$ cat src/shared/lvdc_pkg.sv
// ----------------------------------------
// Low-voltage detector control constants
// ----------------------------------------
package lvdc_pkg;
   // Register byte offsets
   localparam logic [3:0] LVDC_OFF_CTRL = 4'h0;
   localparam logic [3:0] LVDC_OFF_STATUS = 4'h4;
   localparam logic [3:0] LVDC_OFF_MASK = 4'h8;
   // Control field positions
   localparam int LVDC_CTRL_LEVEL_LSB = 0;
   localparam int LVDC_CTRL_LEVEL_W = 4;
   localparam int LVDC_CTRL_EN_BIT = 4;
   localparam int LVDC_CTRL_STABLE_BIT = 5;
   // Status and mask field positions
   localparam int LVDC_ST_LOWV_BIT = 0;
   localparam int LVDC_ST_STABLE_BIT = 1;
   localparam int LVDC_ST_W = 2;
   // Reset values and the external level code
   localparam logic [3:0] LVDC_LEVEL_RESET = 4'h5;
   localparam logic [3:0] LVDC_LEVEL_EXTERNAL = 4'hF;
   localparam logic LVDC_EN_RESET = 1'b0;
   localparam logic [LVDC_ST_W-1:0] LVDC_MASK_RESET = 2'h0;
   // AXI responses
   localparam logic [1:0] LVDC_RESP_OKAY = 2'h0;
   localparam logic [1:0] LVDC_RESP_SLVERR = 2'h2;
   // Reference settling time, converted to cycles of a 4 ns clock
   localparam int LVDC_CLK_PERIOD_PS = 4000;
   localparam int LVDC_SETTLE_TIME_US = 50;
   localparam int LVDC_SETTLE_CYCLES =
      (LVDC_SETTLE_TIME_US * 1000000 + LVDC_CLK_PERIOD_PS - 1) / LVDC_CLK_PERIOD_PS;
endpackage

$ cat src/lvdc_settle_timer.sv
`timescale 1ns/1ps
// ----------------------------------------
// Reference settling timer
// ----------------------------------------
module lvdc_settle_timer
   import lvdc_pkg::*;
#(
   parameter int SETTLE_CYCLES = LVDC_SETTLE_CYCLES
) (
   // Clock and reset
   input wire logic core_clk,
   input wire logic reset_n,
   // Control
   input wire logic enable,
   input wire logic refAlreadyRunning,
   // Result
   output logic stable
);
   localparam int CW = $clog2(SETTLE_CYCLES + 1);
   localparam logic [CW-1:0] LAST = CW'(SETTLE_CYCLES - 1);

   logic [CW-1:0] count_reg; // Elapsed settle cycles
   logic [CW-1:0] count_next;
   logic stable_reg; // Reference settled
   logic stable_next;

   // Next-state: count while enabled, clear on disable
   always_comb begin
      count_next = count_reg;
      stable_next = stable_reg;
      if (!enable) begin
         // Power-down forces a fresh wait
         count_next = '0;
         stable_next = 1'b0;
      end else if (!stable_reg) begin
         if (refAlreadyRunning || count_reg == LAST) begin
            // Shared reference skips the wait; otherwise the last count sets stable
            stable_next = 1'b1;
         end else begin
            count_next = count_reg + 1'b1;
         end
      end
   end

   // Register stage
   always_ff @(posedge core_clk or negedge reset_n) begin
      if (!reset_n) begin
         count_reg <= '0;
         stable_reg <= 1'b0;
      end else begin
         count_reg <= count_next;
         stable_reg <= stable_next;
      end
   end

   assign stable = stable_reg;
endmodule

$ cat src/lvdc_top.sv
// Our own choices: the address map and the AXI4-Lite slave port.
`timescale 1ns/1ps
module lvdc_top
   import lvdc_pkg::*;
#(
   parameter int SETTLE_CYCLES = LVDC_SETTLE_CYCLES
) (
   // Clock and reset
   input wire logic core_clk,
   input wire logic reset_n,
   // AXI4-Lite write address
   input wire logic [3:0] s_axi_awaddr,
   input wire logic s_axi_awvalid,
   output logic s_axi_awready,
   // AXI4-Lite write data
   input wire logic [31:0] s_axi_wdata,
   input wire logic [3:0] s_axi_wstrb,
   input wire logic s_axi_wvalid,
   output logic s_axi_wready,
   // AXI4-Lite write response
   output logic [1:0] s_axi_bresp,
   output logic s_axi_bvalid,
   input wire logic s_axi_bready,
   // AXI4-Lite read address
   input wire logic [3:0] s_axi_araddr,
   input wire logic s_axi_arvalid,
   output logic s_axi_arready,
   // AXI4-Lite read data
   output logic [31:0] s_axi_rdata,
   output logic [1:0] s_axi_rresp,
   output logic s_axi_rvalid,
   input wire logic s_axi_rready,
   // Analog front end
   input wire logic belowReference,
   input wire logic refAlreadyRunning,
   output logic detectorPowerEn,
   output logic [3:0] tripLevelSelect,
   output logic externalTripSelect,
   // Core power and interrupt
   input wire logic coreSleeping,
   input wire logic globalIntEnable,
   output logic wakeRequest,
   output logic resumeAtVector,
   output logic irq
);
   // ----------------------------------------
   // State
   // ----------------------------------------
   logic awHeld_reg; // Write address captured
   logic awHeld_next;
   logic [3:0] awAddr_reg;
   logic [3:0] awAddr_next;
   logic wHeld_reg; // Write data captured
   logic wHeld_next;
   logic [31:0] wData_reg;
   logic [31:0] wData_next;
   logic [3:0] wStrb_reg;
   logic [3:0] wStrb_next;
   logic bValid_reg;
   logic bValid_next;
   logic [1:0] bResp_reg;
   logic [1:0] bResp_next;
   logic rValid_reg;
   logic rValid_next;
   logic [31:0] rData_reg;
   logic [31:0] rData_next;
   logic [1:0] rResp_reg;
   logic [1:0] rResp_next;
   logic [3:0] level_reg; // Trip level field
   logic [3:0] level_next;
   logic enable_reg; // Detector enable
   logic enable_next;
   logic [LVDC_ST_W-1:0] status_reg; // Sticky events
   logic [LVDC_ST_W-1:0] status_next;
   logic [LVDC_ST_W-1:0] mask_reg; // Interrupt mask
   logic [LVDC_ST_W-1:0] mask_next;
   logic extSel_reg;
   logic extSel_next;
   logic stablePrev_reg; // For stable rising edge
   logic wake_reg;
   logic wake_next;
   logic vector_reg;
   logic vector_next;
   logic irq_reg;
   logic irq_next;
   logic awReady_reg; // Address slot free
   logic wReady_reg; // Data slot free
   logic arReady_reg; // No read answer pending
   logic refStable; // From settle timer
   logic lowEvent; // Qualified detection
   logic doWrite; // Both write halves held
   logic [LVDC_ST_W-1:0] setBits;
   logic [LVDC_ST_W-1:0] clrBits;

   // ----------------------------------------
   // Settling timer
   // ----------------------------------------
   // Fixed-time count, bypassed if reference shared
   lvdc_settle_timer #(
      .SETTLE_CYCLES(SETTLE_CYCLES)
   ) u_settle (
      .core_clk(core_clk),
      .reset_n(reset_n),
      .enable(enable_reg),
      .refAlreadyRunning(refAlreadyRunning),
      .stable(refStable)
   );

   // ----------------------------------------
   // Detection
   // ----------------------------------------
   // Flag only from a powered, settled comparator
   assign lowEvent = enable_reg && refStable && belowReference;
   assign doWrite = awHeld_reg && wHeld_reg && !bValid_reg;
   assign setBits = {refStable && !stablePrev_reg, lowEvent};

   // ----------------------------------------
   // AXI write path and registers
   // ----------------------------------------
   // Next values for write channel and writable registers
   always_comb begin
      awHeld_next = awHeld_reg;
      awAddr_next = awAddr_reg;
      wHeld_next = wHeld_reg;
      wData_next = wData_reg;
      wStrb_next = wStrb_reg;
      bValid_next = bValid_reg;
      bResp_next = bResp_reg;
      level_next = level_reg;
      enable_next = enable_reg;
      mask_next = mask_reg;
      clrBits = '0;
      // Take address and data in either order
      if (s_axi_awvalid && !awHeld_reg) begin
         awHeld_next = 1'b1;
         awAddr_next = s_axi_awaddr;
      end
      if (s_axi_wvalid && !wHeld_reg) begin
         wHeld_next = 1'b1;
         wData_next = s_axi_wdata;
         wStrb_next = s_axi_wstrb;
      end
      // Commit once both halves are in
      if (doWrite) begin
         awHeld_next = 1'b0;
         wHeld_next = 1'b0;
         bValid_next = 1'b1;
         bResp_next = LVDC_RESP_OKAY;
         unique case ({awAddr_reg[3:2], 2'b00})
            LVDC_OFF_CTRL: begin
               // Bits 7-6 and stable bit ignore writes
               if (wStrb_reg[0]) begin
                  level_next = wData_reg[LVDC_CTRL_LEVEL_LSB +: LVDC_CTRL_LEVEL_W];
                  enable_next = wData_reg[LVDC_CTRL_EN_BIT];
               end
            end
            LVDC_OFF_STATUS: begin
               // Write one to clear
               if (wStrb_reg[0]) begin
                  clrBits = wData_reg[LVDC_ST_W-1:0];
               end
            end
            LVDC_OFF_MASK: begin
               if (wStrb_reg[0]) begin
                  mask_next = wData_reg[LVDC_ST_W-1:0];
               end
            end
            default: begin
               // Unmapped address
               bResp_next = LVDC_RESP_SLVERR;
            end
         endcase
      end
      // Response retires on handshake
      if (bValid_reg && s_axi_bready) begin
         bValid_next = 1'b0;
      end
   end

   // ----------------------------------------
   // Status, interrupt and wake
   // ----------------------------------------
   // Set wins over a same-cycle clear
   always_comb begin
      status_next = (status_reg & ~clrBits) | setBits;
      // Mux select follows the programmed level
      extSel_next = (level_next == LVDC_LEVEL_EXTERNAL);
      irq_next = |(status_next & mask_next);
      // Sleep wake on detection
      wake_next = coreSleeping && lowEvent;
      // Vector only with both enables
      vector_next = coreSleeping && lowEvent && globalIntEnable
         && mask_next[LVDC_ST_LOWV_BIT];
   end

   // ----------------------------------------
   // AXI read path
   // ----------------------------------------
   // Read data one cycle after address
   always_comb begin
      rValid_next = rValid_reg;
      rData_next = rData_reg;
      rResp_next = rResp_reg;
      if (rValid_reg && s_axi_rready) begin
         rValid_next = 1'b0;
      end
      if (s_axi_arvalid && !rValid_reg) begin
         rValid_next = 1'b1;
         rData_next = '0;
         rResp_next = LVDC_RESP_OKAY;
         unique case ({s_axi_araddr[3:2], 2'b00})
            LVDC_OFF_CTRL: begin
               // Upper bits stay zero
               rData_next[LVDC_CTRL_LEVEL_LSB +: LVDC_CTRL_LEVEL_W] = level_reg;
               rData_next[LVDC_CTRL_EN_BIT] = enable_reg;
               rData_next[LVDC_CTRL_STABLE_BIT] = refStable;
            end
            LVDC_OFF_STATUS: begin
               rData_next[LVDC_ST_W-1:0] = status_reg;
            end
            LVDC_OFF_MASK: begin
               rData_next[LVDC_ST_W-1:0] = mask_reg;
            end
            default: begin
               rResp_next = LVDC_RESP_SLVERR;
            end
         endcase
      end
   end

   // ----------------------------------------
   // Register stage
   // ----------------------------------------
   // Any reset returns control to disabled
   always_ff @(posedge core_clk or negedge reset_n) begin
      if (!reset_n) begin
         awHeld_reg <= 1'b0;
         awAddr_reg <= 4'h0;
         wHeld_reg <= 1'b0;
         wData_reg <= 32'h0;
         wStrb_reg <= 4'h0;
         bValid_reg <= 1'b0;
         bResp_reg <= LVDC_RESP_OKAY;
         rValid_reg <= 1'b0;
         rData_reg <= 32'h0;
         rResp_reg <= LVDC_RESP_OKAY;
         level_reg <= LVDC_LEVEL_RESET;
         enable_reg <= LVDC_EN_RESET;
         status_reg <= '0;
         mask_reg <= LVDC_MASK_RESET;
         extSel_reg <= 1'b0;
         stablePrev_reg <= 1'b0;
         wake_reg <= 1'b0;
         vector_reg <= 1'b0;
         irq_reg <= 1'b0;
         awReady_reg <= 1'b1;
         wReady_reg <= 1'b1;
         arReady_reg <= 1'b1;
      end else begin
         awHeld_reg <= awHeld_next;
         awAddr_reg <= awAddr_next;
         wHeld_reg <= wHeld_next;
         wData_reg <= wData_next;
         wStrb_reg <= wStrb_next;
         bValid_reg <= bValid_next;
         bResp_reg <= bResp_next;
         rValid_reg <= rValid_next;
         rData_reg <= rData_next;
         rResp_reg <= rResp_next;
         level_reg <= level_next;
         enable_reg <= enable_next;
         status_reg <= status_next;
         mask_reg <= mask_next;
         extSel_reg <= extSel_next;
         stablePrev_reg <= refStable;
         wake_reg <= wake_next;
         vector_reg <= vector_next;
         irq_reg <= irq_next;
         awReady_reg <= !awHeld_next;
         wReady_reg <= !wHeld_next;
         arReady_reg <= !rValid_next;
      end
   end

   // ----------------------------------------
   // Outputs
   // ----------------------------------------
   assign s_axi_awready = awReady_reg;
   assign s_axi_wready = wReady_reg;
   assign s_axi_bvalid = bValid_reg;
   assign s_axi_bresp = bResp_reg;
   assign s_axi_arready = arReady_reg;
   assign s_axi_rvalid = rValid_reg;
   assign s_axi_rdata = rData_reg;
   assign s_axi_rresp = rResp_reg;
   // Power follows enable alone
   assign detectorPowerEn = enable_reg;
   assign tripLevelSelect = level_reg;
   assign externalTripSelect = extSel_reg;
   assign wakeRequest = wake_reg;
   assign resumeAtVector = vector_reg;
   assign irq = irq_reg;
endmodule

$ cat config.mk
export PLATFORM = sky130hd
export DESIGN_NAME = lvdc_top
export DESIGN_NICKNAME = d
export VERILOG_FILES = /design/src/shared/lvdc_pkg.sv /design/src/lvdc_settle_timer.sv /design/src/lvdc_top.sv
export SDC_FILE = /design/constraint.sdc
export NUM_CORES = 1
export LEC_CHECK = 0
export BUFFER_PORTS_ARGS = -buffer_cell sky130_fd_sc_hd__clkbuf_2
export CAP_MARGIN = 20
export CORE_MARGIN = 8
export CORE_UTILIZATION = 48
export DETAILED_ROUTE_END_ITERATION = 12
export GPL_TIMING_DRIVEN = 0
export PLACE_DENSITY = 0.92
export SLEW_MARGIN = 20
export SYNTH_ARGS = -nofsm -noshare
export SYNTH_HDL_FRONTEND = slang
export SYNTH_HIERARCHICAL = 1
export SYNTH_SLANG_ARGS = --single-unit
$ cat constraint.sdc
create_clock -name core_clk -period 2.2 [get_ports core_clk]
set_clock_uncertainty 0.05 [all_clocks]
set_input_delay 0.11 -clock core_clk [delete_from_list [all_inputs] [get_ports core_clk]]
set_output_delay 0.11 -clock core_clk [all_outputs]
set_load 0.1 [all_outputs]
======== Word-level counts from Yosys, hierarchy flattened ========
Index checks and enable logic that the tools add are counted.
storage, ports and cells
  logic and storage cells ................. 94
  latch bits .............................. 0
  output and inout port bits .............. 50
  input bits .............................. 55
  RAM bits ................................ 0
  register bits ........................... 56
  memories ................................ 0
  memory bits (read-only) ................. 0
operators by class
  div/mod/pow operators ................... 0
  bitwise operators ....................... 4
  multiply operators ...................... 0
  shift-type cells ........................ 0
  equal/unequal tests ..................... 8
  reduce and logical (&&, ||, !) cells .... 30
  mux-type cells .......................... 27
  order comparisons ....................... 0
  $add $sub $neg .......................... 1
operators by type and width
  cell                     count
  $mux W14                 3
  $mux W2                  8
  $mux W4                  4
  $add A14 B1 Y14 const B  1
  $eq A14 B14 Y1 const B   1
  $logic_and A1 B1 Y1      13
  $mux W1                  11
  $logic_not A1 Y1         8
  $pmux W2 S3              1
  $reduce_or A3 Y1         2
  $and A2 B2 Y2            2
  $eq A2 B1 Y1 const B     2
  $eq A2 B2 Y1 const B     2
  $eq A4 B4 Y1 const B     1
  $logic_not A2 Y1         2
  $ne A2 B2 Y1 const B     2
  $reduce_and A3 Y1        1
  $not A2 Y2               1
  $or A2 B2 Y2             1
  $reduce_and A2 Y1        1
  $reduce_bool A2 Y1       1
  $reduce_or A2 Y1         1
  $logic_or A1 B1 Y1       1

======== Longest topological paths before layout ========
  depth after elaboration ................. 8
  depth in mapped cells ................... 6
  depth with buffers taken out ............ 5

======== Hierarchy ========
The synthesis kept the hierarchy.
by module, submodules not included
  module             instances  seq. area each (um^2)  cells an instance  area an instance (um^2)
  lvdc_top           1          932.1                  137                1666.6
  lvdc_settle_timer  1          375.4                  84                 817.0

======== Worst setup path before layout ========
Ideal clock, no wire load.
  path kind ............................... register to register
  start ................................... register bValid_reg, in the netlist s_axi_bvalid
  end ..................................... register extSel_reg, in the netlist externalTripSelect
  path buffers ............................ 1
  data arrival time ....................... 2188 ps
  setup time .............................. 120 ps
  clock period less this slack ............ 2359 ps
  path slack .............................. -159 ps
  stages on the path, launching flop included .. 6
  required time ........................... 2030 ps
  path through ............................ dfrtp_1 -> nand3b_4 -> or4b_4 -> buf_6 -> mux2_4 -> and4_1
between the ends
  word-level cells in the longest chain between the ends .. 4
ends and longest elaborated chain
  element                 line             source
  start, declared         lvdc_top.sv:59   logic bValid_reg;
  start signal, assigned  lvdc_top.sv:265  bValid_reg <= bValid_next;
  $logic_not A1 Y1        lvdc_top.sv:114  assign doWrite = awHeld_reg && wHeld_reg && !bValid_reg;
  $logic_and A1 B1 Y1     lvdc_top.sv:114
  $mux W4                 lvdc_top.sv:144  if (doWrite) begin
  via level_next[3]       lvdc_top.sv:70   logic [3:0] level_next;
  $eq A4 B4 Y1            lvdc_top.sv:187  extSel_next = (level_next == LVDC_LEVEL_EXTERNAL);
  via extSel_next         lvdc_top.sv:78   logic extSel_next;
  end signal, assigned    lvdc_top.sv:274  extSel_reg <= extSel_next;
  end, declared           lvdc_top.sv:77   logic extSel_reg;
The timed path passes the listed nets, and every way through them passes these cells.
A chain may end at the register's enable or synchronous reset.

======== Worst setup path after layout ========
Same ends and word-level chain as after synthesis.

==> flow_summary.json <==
{
  "fin_crit_sh_pct": 89.21,
  "setup_repair_after_global_routing_missed_its_margin": "no",
  "final_design_area_no_fill_mm2": 0.003131,
  "placement.cell_area_mm2": 0.002887,
  "grt_pass1_vias": 1890,
  "p_int_mw": 1.950,
  "gp_routability_congestion": 0.9177,
  "ctsHtreeMaxLevel": 2,
  "mapped_avg_cell_area_um2": 11.24,
  "hold_ws_ns": 0.02099,
  "fp-row-count": 26,
  "avgRoutedWirePerCell_um": 14.45,
  "hold_path_class": "in -> reg",
  "most-common-layout-cells": "sky130_fd_sc_hd__dfrtp_1, sky130_fd_sc_hd__clkbuf_2, sky130_fd_sc_hd__buf_4, sky130_fd_sc_hd__conb_1, sky130_fd_sc_hd__nand2_1",
  "synth_ff_type": "sky130_fd_sc_hd__dfrtp_1",
  "grt_max_degree": 53,
  "placement.io_buffers": 42,
  "worstSetupEndpointType": "flop",
  "yosys-mux-area-fraction_pct": 8.816,
  "power_switching_mw": 2.044,
  "worst-endpoint-required_ns": 2.35,
  "most_common_cell_after_layout_fill_and_taps_aside": "sky130_fd_sc_hd__dfrtp_1",
  "power.sequential.fraction_pct": 37.7,
  "synth_simple_gate_area_share_pct": 17.73,
  "post_cts_buffers": 0,
  "clk_pin_slew_worst_paths_ns": 0.09,
  "worst-setup-path-type": "reg -> reg",
  "number_of_warnings_printed_during_yosys_synthesis": 6,
  "hold_violations": 0,
  "clock_sink_count": 52,
  "cts-buffers-inserted": 5,
  "clockRootBuffer": "sky130_fd_sc_hd__clkbuf_8",
  "boundaryPins": 105,
  "drt_first_iter_violations": 165,
  "count_of_unresolved_drc_violations_after_routing": 0,
  "depth_of_the_worst_register_to_register_path": 5,
  "layout-drive-gt1-share_pct": 34.50,
  "maxSlewViolCount": 0,
  "dieWidth_um": 87.93,
  "cts_repair_resize_count": 0,
  "critPathLaunchType": "flop",
  "synth_top_family_by_area": "simple AND/OR/NAND/NOR gates",
  "yosys.cell_types.count": 47,
  "synth_xor_area_share_pct": 1.763,
  "antenna_cells_inserted": 0,
  "synthCells": 221,
  "power.combinational.fraction_pct": 48.2,
  "synth_compound_gate_area_share_pct": 7.305,
  "initial_utilization_pct": 49.26,
  "ys_async_sr_fraction_pct": 100.0,
  "post-dp-hpwl_um": 3974,
  "die_h_um": 87.93,
  "number_of_antenna_violations_at_the_first_check_in_global_routing": 0,
  "die_area_mm2": 0.007732,
  "vias_per_cell": 4.856,
  "syn2layout_area_growth_pct": 26.05,
  "cts_tree": "built",
  "netlist_area_mm2": 0.002484,
  "placeableCoreArea_mm2": 0.005042,
  "tightest_slew_ns": 0.6817,
  "power_frac_clock_pct": 14.1,
  "timing.critical_path.arrival_ns": 2.12,
  "worstSkewPairLatency_ns": 0.32,
  "gr-total-overflow": 0,
  "clk_path_buf_depth": 2,
  "detail-route-antenna-nets": 0,
  "timing.hold.worst_path_depth": 3,
  "track_usage_pct": 15.38,
  "synth_sequential_area_ratio_pct": 52.64,
  "routed-via-count": 1860,
  "post_synth_edffs": 0,
  "drv.max_cap_violation_count": 0,
  "period_minus_slack_ns": 1.963,
  "largest_register_ffs": 14,
  "setup_viol": 0,
  "power.switching_fraction_pct": 51.18,
  "ys_seq_elements": 52,
  "detail_route.first_pass.iterations": 4,
  "max-slew-margin-rel_pct": 54.56,
  "synth-adder-area-share_pct": 0.5038,
  "fin_nets": 368,
  "global_route_wire_length_before_repair_um": 9059,
  "routed_wirelength_um": 5534,
  "status": "finished clean",
  "totalNegativeSetupSlack_ns": 0,
  "max_freq_ghz": 0.5095,
  "largest_vdd_supply_drop_mv": 1.027,
  "cellPowerDensity_mw_per_mm2": 1276,
  "p_leak_nw": 1.544,
  "critical_path.max_fanout": 8
}
final cells by class:
type,instances,area (um^2)
Fill cell,383,1912
Multi-Input combinational cell,154,1002
Tap cell,70,87.58
Sequential cell,52,1309
Timing Repair Buffer,57,362.8
Buffer,34,245.2
Clock buffer,7,86.33
Clock inverter,1,7.507
Inverter,8,30.03
synth_stat cells, drive strengths merged, types with 5 or more instances:
master	number	share of area (%)
buf	31	9.4
o21ai	13	2.6
dfrtp	47	47
nor2	12	1.8
dfstp	5	5.3
mux2i	5	2.0
inv	8	1.2
a21oi	8	1.6
mux2	14	6.8
or3	5	1.3
xor2	5	1.8
nand2	17	2.6
through the flow:
stage | util, % | power (mW) | setup WS, ns | cells
4_1_cts | 62.08 | 4.002 | 0.2310 | 383
6_report | 62.08 | 3.994 | 0.2373 | 383
5_1_grt | 62.08 | 4.177 | 0.1910 | 383
3_5_place_dp | 57.25 | 3.419 | 0.2459 | 360
3_3_place_gp | 57.20 | 3.351 | 0.2849 | 360
2_1_floorplan | - | 3.071 | 0.04719 | 248
cell families after synthesis:
group | after synthesis
AND/OR/NAND/NOR | 71
flip-flops | 52
buffers and inverters | 42
AO/OA/AOI/OAI | 30
multiplexers | 19
XOR/XNOR | 5
adder cells (fa/ha/maj) | 1
other | 1
layer usage:
metal / vias to the layer above / wire length, um / GRT usage [%]
met4: 0 / 117 / 7.031
met3: 10 / 444 / 5.722
li1: 886 / - / -
met2: 65 / 2816 / 25.92
met1: 899 / 2155 / 16.76
met5: - / 0 / 0
critical path: stages, from the launching register on:
cell and delay [ns]:
sky130_fd_sc_hd__dfrtp_2 0.43, sky130_fd_sc_hd__nand3b_4 0.20, sky130_fd_sc_hd__or4b_4 0.54, sky130_fd_sc_hd__buf_6 0.15, sky130_fd_sc_hd__mux2_4 0.29, sky130_fd_sc_hd__and4_1 0.20
timing repair:
item | in CTS | in global routing
hold endpoints to repair | 62 | 0
endpoints found under the setup margin | 0 | 0
hold buffers | 15 | 0
power by group through the flow:
stage                     Clock [mW]  Combinational (mW)  Sequential [mW]
after floorplan                    0               0.703             2.37
after detailed placement           0                1.90             1.52
after global routing           0.621                2.01             1.55
final                          0.562                1.92             1.51
after global placement             0                1.86             1.49
after CTS                      0.576                1.93             1.50
final timing paths:
| kind | start | to | slack [ns] |
|---|---|---|---|
| max reg2reg | s_axi_bvalid | externalTripSelect | 0.24 |
| min in group asynchronous | reset_n | u_settle/count_reg[4] | 0.34 |
| min reg2reg | s_axi_rresp[1] | s_axi_rresp[1] | 0.44 |
| max | s_axi_bvalid | externalTripSelect | 0.24 |
| max in group asynchronous | reset_n | s_axi_bvalid | 1.27 |
| min | s_axi_araddr[2] | s_axi_rresp[1] | 0.02 |
Note: power is estimated with default switching activity, not from simulation.
